$ cat config.mk
export PLATFORM = sky130hd
export DESIGN_NAME = dldc_top
export DESIGN_NICKNAME = d
export VERILOG_FILES = /design/src/dldc_pkg.sv /design/src/dldc_chan.sv /design/src/dldc_top.sv
export VERILOG_INCLUDE_DIRS = /design/src /design/src/src
export SDC_FILE = /design/constraint.sdc
export NUM_CORES = 1
export LEC_CHECK = 0
export BUFFER_PORTS_ARGS = -buffer_cell sky130_fd_sc_hd__buf_2
export CAP_MARGIN = 25
export CORE_MARGIN = 3
export CORE_UTILIZATION = 45
export DETAILED_ROUTE_END_ITERATION = 10
export PLACE_DENSITY = 0.66
export SYNTH_ARGS = -nofsm -noshare
export SYNTH_HDL_FRONTEND = slang
export SYNTH_SLANG_ARGS = --single-unit
$ cat constraint.sdc
create_clock -name I_CORE_CLK -period 6.5 [get_ports I_CORE_CLK]
set_input_delay 1.3 -clock I_CORE_CLK [delete_from_list [all_inputs] [get_ports I_CORE_CLK]]
set_output_delay 1.3 -clock I_CORE_CLK [all_outputs]
set_load 0.02 [all_outputs]
$ cat src/dldc_map.svh
// register map, field positions, reset values and timing counts
// Operation
// - abort bit seven stops a running diagnostic
// - abort bit resets low and self-clears after abort
// - bit six doubles the ramp phase length
// - bit five doubles the settle phase length
// - bit one includes line-output detection in runs
// - skip low: auto start on leaving hi-z, faults
// - skip high: no automatic diagnostic starts
// - threshold nibble in half-ohm steps, 0.5 to 5
// - 0x0A holds channel 1/2 thresholds, reset 0x11
// - 0x0B holds channel 3/4 thresholds, reset 0x11
// - 0x0C read-only channel 1/2 results, reset 0x00
// - nibble top bit flags short to ground
// - nibble second bit flags short to power
// - nibble third bit flags open load
// - nibble low bit flags shorted load below threshold
// - state code 11 enters dc load diagnostics
`ifndef DLDC_MAP_SVH
`define DLDC_MAP_SVH

// register addresses
`define DLDC_ADDR_CTRL_MAIN 8'h09
`define DLDC_ADDR_THR_CH12 8'h0A
`define DLDC_ADDR_THR_CH34 8'h0B
`define DLDC_ADDR_RES_CH12 8'h0C

// reset values
`define DLDC_RST_CTRL_MAIN 8'h00
`define DLDC_RST_THR 8'h11
`define DLDC_RST_RES 4'h0
`define DLDC_RST_CH_STATE 8'h55

// control register bit positions
`define DLDC_BIT_ABORT 7
`define DLDC_BIT_RAMP_DBL 6
`define DLDC_BIT_SETTLE_DBL 5
`define DLDC_BIT_LO_EN 1
`define DLDC_BIT_SKIP 0

// channel state codes
`define DLDC_STATE_HIZ 2'h1
`define DLDC_STATE_DIAG 2'h3

// timing: clock period and phase times in ns
`define DLDC_CLK_PERIOD_NS 10
`define DLDC_RAMP_TIME_NS 10000
`define DLDC_SETTLE_TIME_NS 5000
// least times round up to whole cycles
`define DLDC_RAMP_CYC \
  ((`DLDC_RAMP_TIME_NS + `DLDC_CLK_PERIOD_NS - 1) / `DLDC_CLK_PERIOD_NS)
`define DLDC_SETTLE_CYC \
  ((`DLDC_SETTLE_TIME_NS + `DLDC_CLK_PERIOD_NS - 1) / `DLDC_CLK_PERIOD_NS)

`endif

$ cat src/dldc_pkg.sv
// types shared by the dc load diagnostic control block
`default_nettype none
package dldc_pkg;
  // diagnostic sequencer phases
  typedef enum logic [1:0] {DLDC_IDLE, DLDC_RAMP, DLDC_SETTLE, DLDC_MEAS}
    dldc_phase_e;
  // analog measurement outcome for one channel
  typedef struct packed {
    logic s2g; // output shorted to ground
    logic s2p; // output shorted to power
    logic open; // open load
    logic line_out; // line output seen
    logic [3:0] res_code; // load resistance, half-ohm steps
  } dldc_meas_s;
  // per-channel sequencer state
  typedef struct packed {
    dldc_phase_e phase;
    logic [15:0] cnt;
    logic busy;
    logic ramping;
    logic settling;
    logic meas;
    logic lo_en;
    logic [3:0] result;
    logic lo_result;
  } dldc_chan_s;
  // top-level register state
  typedef struct packed {
    logic abort;
    logic ramp_dbl;
    logic settle_dbl;
    logic lo_en;
    logic skip;
    logic [7:0] thr12;
    logic [7:0] thr34;
    logic [7:0] rdata;
    logic [7:0] prev_state;
    logic [3:0] busy;
    logic [3:0] ramp;
    logic [3:0] settle;
    logic [3:0] meas;
    logic [3:0] lo_en_out;
    logic [3:0] lo_res;
    logic [7:0] res34;
  } dldc_top_s;
endpackage
`default_nettype wire

$ cat src/dldc_chan.sv
// one channel's ramp, settle and measure sequencer
`include "dldc_map.svh"
`default_nettype none
module dldc_chan
  import dldc_pkg::*;
(
  input wire logic i_clk,
  input wire logic i_rst,
  input wire logic i_start,
  input wire logic i_abort,
  input wire logic i_ramp_dbl,
  input wire logic i_settle_dbl,
  input wire logic i_lo_en,
  input wire logic [3:0] i_threshold,
  input wire dldc_meas_s i_meas,
  output logic o_busy,
  output logic o_ramp,
  output logic o_settle,
  output logic o_meas,
  output logic o_lo_en,
  output logic [3:0] o_result,
  output logic o_lo_result
);
  dldc_chan_s s_r; // registered state
  dldc_chan_s s_nxt; // next state

  // sequencer next state
  always_comb
  begin
    s_nxt = s_r;
    unique case (s_r.phase)
      DLDC_IDLE:
      begin
        // launch a run, ramp length chosen now
        if (i_start)
        begin
          s_nxt.phase = DLDC_RAMP;
          s_nxt.cnt = i_ramp_dbl ? 16'(2 * `DLDC_RAMP_CYC - 1)
                                 : 16'(`DLDC_RAMP_CYC - 1);
          s_nxt.lo_en = i_lo_en;
        end
      end
      DLDC_RAMP:
      begin
        // ramp done, settle length chosen now
        if (s_r.cnt == 16'h0000)
        begin
          s_nxt.phase = DLDC_SETTLE;
          s_nxt.cnt = i_settle_dbl ? 16'(2 * `DLDC_SETTLE_CYC - 1)
                                   : 16'(`DLDC_SETTLE_CYC - 1);
        end
        else
        begin
          s_nxt.cnt = s_r.cnt - 16'h0001;
        end
      end
      DLDC_SETTLE:
      begin
        // settle done, sample next
        if (s_r.cnt == 16'h0000)
        begin
          s_nxt.phase = DLDC_MEAS;
        end
        else
        begin
          s_nxt.cnt = s_r.cnt - 16'h0001;
        end
      end
      DLDC_MEAS:
      begin
        // capture outcome at completion
        s_nxt.result = {i_meas.s2g,
                        i_meas.s2p,
                        i_meas.open,
                        i_meas.res_code < i_threshold};
        s_nxt.lo_result = s_r.lo_en & i_meas.line_out;
        s_nxt.phase = DLDC_IDLE;
      end
    endcase
    // abort beats any phase, results kept
    if (i_abort)
    begin
      s_nxt.phase = DLDC_IDLE;
      s_nxt.cnt = 16'h0000;
    end
    // flop copies of the phase for outputs
    s_nxt.busy = (s_nxt.phase != DLDC_IDLE);
    s_nxt.ramping = (s_nxt.phase == DLDC_RAMP);
    s_nxt.settling = (s_nxt.phase == DLDC_SETTLE);
    s_nxt.meas = (s_nxt.phase == DLDC_MEAS);
  end

  // state register
  always_ff @(posedge i_clk or posedge i_rst)
  begin
    if (i_rst)
    begin
      s_r <= '0;
    end
    else
    begin
      s_r <= s_nxt;
    end
  end

  // outputs from state flops, line-out enable is the lo_en flop gated by the meas flop
  assign o_busy = s_r.busy;
  assign o_ramp = s_r.ramping;
  assign o_settle = s_r.settling;
  assign o_meas = s_r.meas;
  assign o_lo_en = s_r.meas & s_r.lo_en;
  assign o_result = s_r.result;
  assign o_lo_result = s_r.lo_result;
endmodule
`default_nettype wire

$ cat src/dldc_top.sv
// dc load diagnostic control registers and four channel sequencers
`include "dldc_map.svh"
`default_nettype none
module dldc_top
  import dldc_pkg::*;
(
  input wire logic I_CORE_CLK,
  input wire logic I_RST,
  input wire logic [7:0] I_REG_ADDR,
  input wire logic I_REG_WR,
  input wire logic I_REG_RD,
  input wire logic [7:0] I_REG_WDATA,
  output logic [7:0] O_REG_RDATA,
  input wire logic [7:0] I_CH_STATE,
  input wire logic [3:0] I_CH_FAULT,
  input wire dldc_meas_s [3:0] I_MEAS,
  output logic [3:0] O_DIAG_BUSY,
  output logic [3:0] O_RAMP_ACTIVE,
  output logic [3:0] O_SETTLE_ACTIVE,
  output logic [3:0] O_MEAS_STROBE,
  output logic [3:0] O_LINE_OUT_EN,
  output logic [3:0] O_LINE_OUT_RESULT,
  output logic [7:0] O_RESULT_CH34
);
  dldc_top_s s_r; // registered state
  dldc_top_s s_nxt; // next state

  // per-channel wires from the sequencers
  logic [3:0] start; // launch request per channel
  logic [3:0] ch_busy; // sequencer running
  logic [3:0] ch_ramp; // ramp phase
  logic [3:0] ch_settle; // settle phase
  logic [3:0] ch_meas; // sampling cycle
  logic [3:0] ch_lo_en; // line-out sensing
  logic [3:0] ch_lo_res; // line-out result
  logic [3:0] ch_res [4]; // result nibbles, index 0 is channel 1
  logic [3:0] ch_thr [4]; // thresholds, index 0 is channel 1
  logic write_ctrl; // write strobe for control register

  // threshold nibble for channel index, 0 is channel 1
  function automatic logic [3:0] thr_of(input logic [7:0] thr12,
                                        input logic [7:0] thr34,
                                        input int idx);
    logic [7:0] pair;
    pair = (idx < 2) ? thr12 : thr34;
    // even index sits in the high nibble
    return (idx % 2 == 0) ? pair[7:4] : pair[3:0];
  endfunction

  // two-bit state code for channel index, 0 is channel 1
  function automatic logic [1:0] state_of(input logic [7:0] st,
                                          input int idx);
    return st[7 - 2 * idx -: 2];
  endfunction

  // read mux over the mapped registers
  function automatic logic [7:0] read_of(input dldc_top_s s,
                                         input logic [7:0] addr,
                                         input logic [3:0] res1,
                                         input logic [3:0] res2);
    logic [7:0] d;
    d = 8'h00;
    unique case (addr)
      `DLDC_ADDR_CTRL_MAIN:
      begin
        d[`DLDC_BIT_ABORT] = s.abort;
        d[`DLDC_BIT_RAMP_DBL] = s.ramp_dbl;
        d[`DLDC_BIT_SETTLE_DBL] = s.settle_dbl;
        d[`DLDC_BIT_LO_EN] = s.lo_en;
        d[`DLDC_BIT_SKIP] = s.skip;
      end
      `DLDC_ADDR_THR_CH12:
      begin
        d = s.thr12;
      end
      `DLDC_ADDR_THR_CH34:
      begin
        d = s.thr34;
      end
      `DLDC_ADDR_RES_CH12:
      begin
        d = {res1, res2};
      end
      default:
      begin
        // unmapped addresses read zero
        d = 8'h00;
      end
    endcase
    return d;
  endfunction

  assign write_ctrl = I_REG_WR && (I_REG_ADDR == `DLDC_ADDR_CTRL_MAIN);

  // start conditions per channel
  always_comb
  begin
    logic [1:0] now_st;
    logic [1:0] was_st;
    now_st = 2'h0;
    was_st = 2'h0;
    for (int i = 0; i < 4; i++)
    begin
      now_st = state_of(I_CH_STATE, i);
      was_st = state_of(s_r.prev_state, i);
      ch_thr[i] = thr_of(s_r.thr12, s_r.thr34, i);
      // host asks for diagnostics explicitly
      start[i] = (now_st == `DLDC_STATE_DIAG) &&
                 (was_st != `DLDC_STATE_DIAG);
      // automatic starts unless skipped
      if (!s_r.skip)
      begin
        if ((was_st == `DLDC_STATE_HIZ) && (now_st != `DLDC_STATE_HIZ))
        begin
          start[i] = 1'b1;
        end
        if (I_CH_FAULT[i])
        begin
          start[i] = 1'b1;
        end
      end
      // no launch while abort is being carried out
      if (s_r.abort)
      begin
        start[i] = 1'b0;
      end
    end
  end

  // four channel sequencers
  genvar g;
  generate
    for (g = 0; g < 4; g++)
    begin : g_chan
      dldc_chan u_chan (
        .i_clk(I_CORE_CLK),
        .i_rst(I_RST),
        .i_start(start[g]),
        .i_abort(s_r.abort),
        .i_ramp_dbl(s_r.ramp_dbl),
        .i_settle_dbl(s_r.settle_dbl),
        .i_lo_en(s_r.lo_en),
        .i_threshold(ch_thr[g]),
        .i_meas(I_MEAS[g]),
        .o_busy(ch_busy[g]),
        .o_ramp(ch_ramp[g]),
        .o_settle(ch_settle[g]),
        .o_meas(ch_meas[g]),
        .o_lo_en(ch_lo_en[g]),
        .o_result(ch_res[g]),
        .o_lo_result(ch_lo_res[g])
      );
    end
  endgenerate

  // register file next state
  always_comb
  begin
    s_nxt = s_r;
    // abort lasts one cycle, then reads zero
    s_nxt.abort = 1'b0;
    // control register write
    if (write_ctrl)
    begin
      s_nxt.abort = I_REG_WDATA[`DLDC_BIT_ABORT];
      s_nxt.ramp_dbl = I_REG_WDATA[`DLDC_BIT_RAMP_DBL];
      s_nxt.settle_dbl = I_REG_WDATA[`DLDC_BIT_SETTLE_DBL];
      s_nxt.lo_en = I_REG_WDATA[`DLDC_BIT_LO_EN];
      s_nxt.skip = I_REG_WDATA[`DLDC_BIT_SKIP];
    end
    // threshold registers
    if (I_REG_WR && (I_REG_ADDR == `DLDC_ADDR_THR_CH12))
    begin
      s_nxt.thr12 = I_REG_WDATA;
    end
    if (I_REG_WR && (I_REG_ADDR == `DLDC_ADDR_THR_CH34))
    begin
      s_nxt.thr34 = I_REG_WDATA;
    end
    // result register ignores writes
    // read data latched on the read strobe
    if (I_REG_RD)
    begin
      s_nxt.rdata = read_of(s_r, I_REG_ADDR, ch_res[0], ch_res[1]);
    end
    // remember state codes for edge detection
    s_nxt.prev_state = I_CH_STATE;
    // output copies of sequencer status
    s_nxt.busy = ch_busy;
    s_nxt.ramp = ch_ramp;
    s_nxt.settle = ch_settle;
    s_nxt.meas = ch_meas;
    s_nxt.lo_en_out = ch_lo_en;
    s_nxt.lo_res = ch_lo_res;
    s_nxt.res34 = {ch_res[2], ch_res[3]};
  end

  // register file flops
  always_ff @(posedge I_CORE_CLK or posedge I_RST)
  begin
    if (I_RST)
    begin
      s_r <= '0;
      s_r.abort <= 1'(`DLDC_RST_CTRL_MAIN >> `DLDC_BIT_ABORT);
      s_r.thr12 <= `DLDC_RST_THR;
      s_r.thr34 <= `DLDC_RST_THR;
      s_r.prev_state <= `DLDC_RST_CH_STATE;
    end
    else
    begin
      s_r <= s_nxt;
    end
  end

  // outputs from flops
  assign O_REG_RDATA = s_r.rdata;
  assign O_DIAG_BUSY = s_r.busy;
  assign O_RAMP_ACTIVE = s_r.ramp;
  assign O_SETTLE_ACTIVE = s_r.settle;
  assign O_MEAS_STROBE = s_r.meas;
  assign O_LINE_OUT_EN = s_r.lo_en_out;
  assign O_LINE_OUT_RESULT = s_r.lo_res;
  assign O_RESULT_CH34 = s_r.res34;
endmodule
`default_nettype wire

==> flow_metrics.py <==
metrics = {
    "run_status": {
        "outcome": "finished, final reports clean",
    },
    "cells_and_area": {
        "final_common_cell": "dfrtp_1",
        "layout_common_cells": "dfrtp_1, buf_2, nor2_1",
        "area_delta_synth_final_pct": 10.7,
        "fin_nets": 1129,
        "postLayoutCellArea_sq_mm": 0.0107,
        "layout-drive-gt1-share_pct": 20.7,
        "diodes": 0,
    },
    "setup_path": {
        "worstReg2RegEnd": "g_chan[1].u_chan.s_r[13]",
        "critPathKind": "input port to flop",
        "crit_path_start": "I_CH_STATE[4]",
        "required_ps": 6820,
        "regToRegSetupSlack_ps": 3930,
        "worstSetupEndpoint": "g_chan[1].u_chan.s_r[13]",
        "path_max_fanout": 9,
        "start_kind": "input port",
        "arrival_ps": 3170,
        "endpoint_kind": "flop",
        "reg2reg_from": "s_r[64]",
        "r2r_cells": 5,
    },
    "cts": {
        "clkSlewWorstSetupHoldPaths_ps": 70,
        "numCtsBuffers": 17,
        "clockBufferDepth": 2,
        "cts-resized-gates": 0,
        "cts_sinks": 181,
        "postCtsSetupRepairBufs": 0,
        "htree_levels": 4,
        "ctsHoldBuffers": 0,
        "cts_root_buffer": "clkbuf_16",
        "insertion_delay_ps": 440,
        "cts_tree": "built",
    },
    "placement": {
        "placed_area_sq_mm": 0.0101,
        "gp_congestion": 0.870,
        "hpwl_um": 15200,
        "io_buffers": 103,
        "place_ws_ps": 3300,
    },
    "floorplan": {
        "chipWidth_um": 152,
        "io_pins": 104,
        "die_h_um": 152,
        "rows": 52,
        "die_area_sq_mm": 0.0232,
        "initial_utilization_pct": 46.7,
        "core_area_sq_mm": 0.0206,
    },
    "global_routing": {
        "grt_pass1_vias": 7249,
        "grt_pass1_wl_um": 36800,
        "grt_max_degree": 113,
        "grt_usage_pct": 19.0,
        "antenna_found_initial": 0,
        "grt_overflow": 0,
    },
    "sta": {
        "max_freq_ghz": 0.352,
        "skew_ps": 15.6,
        "relSlewSlack_pct": 28.3,
        "period_minus_slack_ps": 2840,
        "holdWs_ps": 351,
        "setup_tns_ps": 0,
        "fin_crit_sh_pct": 43.8,
        "final_hold_viol_count": 0,
        "setup_viol": 0,
        "maxSlewViolCount": 0,
        "tightest_slew_ps": 1070,
        "fin_ws_ps": 3660,
        "rsz0062_at_grt": "false",
    },
    "detailed_routing": {
        "vias": 7481,
        "routedWlPerCell_um": 16.8,
        "totalWireLength_um": 22000,
        "vias_per_cell": 5.70,
        "drc": 0,
        "firstDrtPassIters": 5,
        "drt_iter0_drc": 556,
        "postRouteAntennaNets": 0,
    },
    "min_path": {
        "hp-class": "flop to flop",
    },
    "logic_synthesis": {
        "synth_area_per_cell_sq_um": 9.89,
        "async_flop_share_pct": 100,
        "syn-cell-area_sq_mm": 0.00962,
        "synth_seq_cells": 181,
        "synth_top_flop_cell": "dfrtp_1",
        "synth_cells": 973,
        "yosys_warnings": 0,
        "synth_edf_count": 0,
        "yosys.cell_types.count": 76,
        "synthesis.nets": 1073,
        "ys_seq_area_share_pct": 47.2,
    },
    "job": {
        "drv_cap": 0,
    },
    "power_and_ir_drop": {
        "leakage_uw": 0.00491,
        "vdd_ir_drop_max_v": 0.000194,
        "power_density_mw_per_mm2": 393,
    },
}
## metrics by stage
step	instances	util, %	power (uW)
4_1_cts	1312	51.6	4200
6_report	1312	51.6	4180
5_1_grt	1312	51.6	4490
3_5_place_dp	1280	48.8	3160
3_3_place_gp	1279	48.8	3130
2_1_floorplan	973	-	2850
## cell families after synthesis
kind of cell | synth area share, %
XOR/XNOR | 0.637
multiplexers | 4.88
flip-flops | 47.2
buffers and inverters | 7.04
AO/OA/AOI/OAI | 15.8
AND/OR/NAND/NOR | 19.8
adder cells (fa/ha/maj) | 4.68
## area by class of cell
type / count / area [sq um]
Clock buffer: 17 / 425
Sequential cell: 181 / 4540
Inverter: 58 / 225
Clock inverter: 15 / 158
Tap cell: 270 / 338
Fill cell: 1817 / 9970
Timing Repair Buffer: 109 / 558
Multi-Input combinational cell: 662 / 4410
## cells in the mapped netlist (all sizes together) (4+ instances only)
master	number	share of area [%]
dfrtp	173	45
nor2	81	3.2
nand2	70	2.7
o21ai	59	3.1
inv	58	2.3
buf	55	4.1
a21oi	50	2.6
nor3	46	2.6
mux2	39	4.6
ha	36	4.7
nand3	21	1.1
nor4	20	2.0
clkbuf	17	0.66
a211oi	16	1.3
nor2b	16	1.0
o22ai	16	1.0
a21o	15	1.2
nand2b	14	0.91
a211o	12	1.1
and2	12	0.81
o31ai	11	0.91
or4	11	0.98
a31oi	10	0.65
or3	10	0.75
nor4b	9	0.88
a222oi	8	0.83
a311oi	8	0.79
dfstp	8	2.2
and3	7	0.46
nand4	7	0.46
nor3b	6	0.47
xnor2	5	0.46
and4	4	0.36
and4b	4	0.42
## how the worst min path moves through the flow
stage | startpoint | cells past startpoint | to
after detailed placement | g_chan[3].u_chan.o_busy | 0 | O_DIAG_BUSY[3]
final | g_chan[1].u_chan.o_settle | 0 | O_SETTLE_ACTIVE[1]
after global placement | g_chan[2].u_chan.o_settle | 0 | O_SETTLE_ACTIVE[2]
after global routing | g_chan[1].u_chan.o_ramp | 0 | O_RAMP_ACTIVE[1]
after CTS | g_chan[1].u_chan.o_settle | 0 | O_SETTLE_ACTIVE[1]
after floorplan | g_chan[0].u_chan.o_busy | 0 | O_DIAG_BUSY[0]
## worst max-delay path, cell delays in order
cell	delay, ps
buf_2	110
nor4b_1	280
a311oi_1	140
a211oi_1	650
nor2_1	320
a211o_1	360
## where the power goes
| part | internal [uW] | switching, uW |
|---|---|---|
| sequential | 1380 | 228 |
| combinational | 600 | 955 |
| clock | 517 | 504 |
| total | 2490 | 1690 |
## state kept, by name, summed over array words and instances (netlist names)
| name | count |
|---|---|
| O_RAMP_ACTIVE | 4 |
| O_DIAG_BUSY | 4 |
| g_chan.u_chan.s_r | 76 |
| O_MEAS_STROBE | 4 |
| O_SETTLE_ACTIVE | 4 |
| O_RESULT_CH34 | 8 |
| g_chan.u_chan.o_meas | 4 |
| g_chan.u_chan.o_lo_result | 4 |
| s_r | 13 |
| g_chan.u_chan.o_result | 16 |
| g_chan.u_chan.o_ramp | 4 |
| g_chan.u_chan.o_busy | 4 |
| ch_thr | 16 |
| g_chan.u_chan.o_settle | 4 |
| O_LINE_OUT_EN | 4 |
| O_REG_RDATA | 8 |
| O_LINE_OUT_RESULT | 4 |
## metal layers
metal / global-route usage (%) / wire length (um) / up-vias
li1: - / - / 3596
met1: 26.6 / 10200 / 3663
met2: 30.6 / 10500 / 198
met3: 3.44 / 1040 / 24
met4: 5.48 / 306 / 0
met5: 0 / 0 / -
No activity file was read; power rests on OpenSTA's default activity.
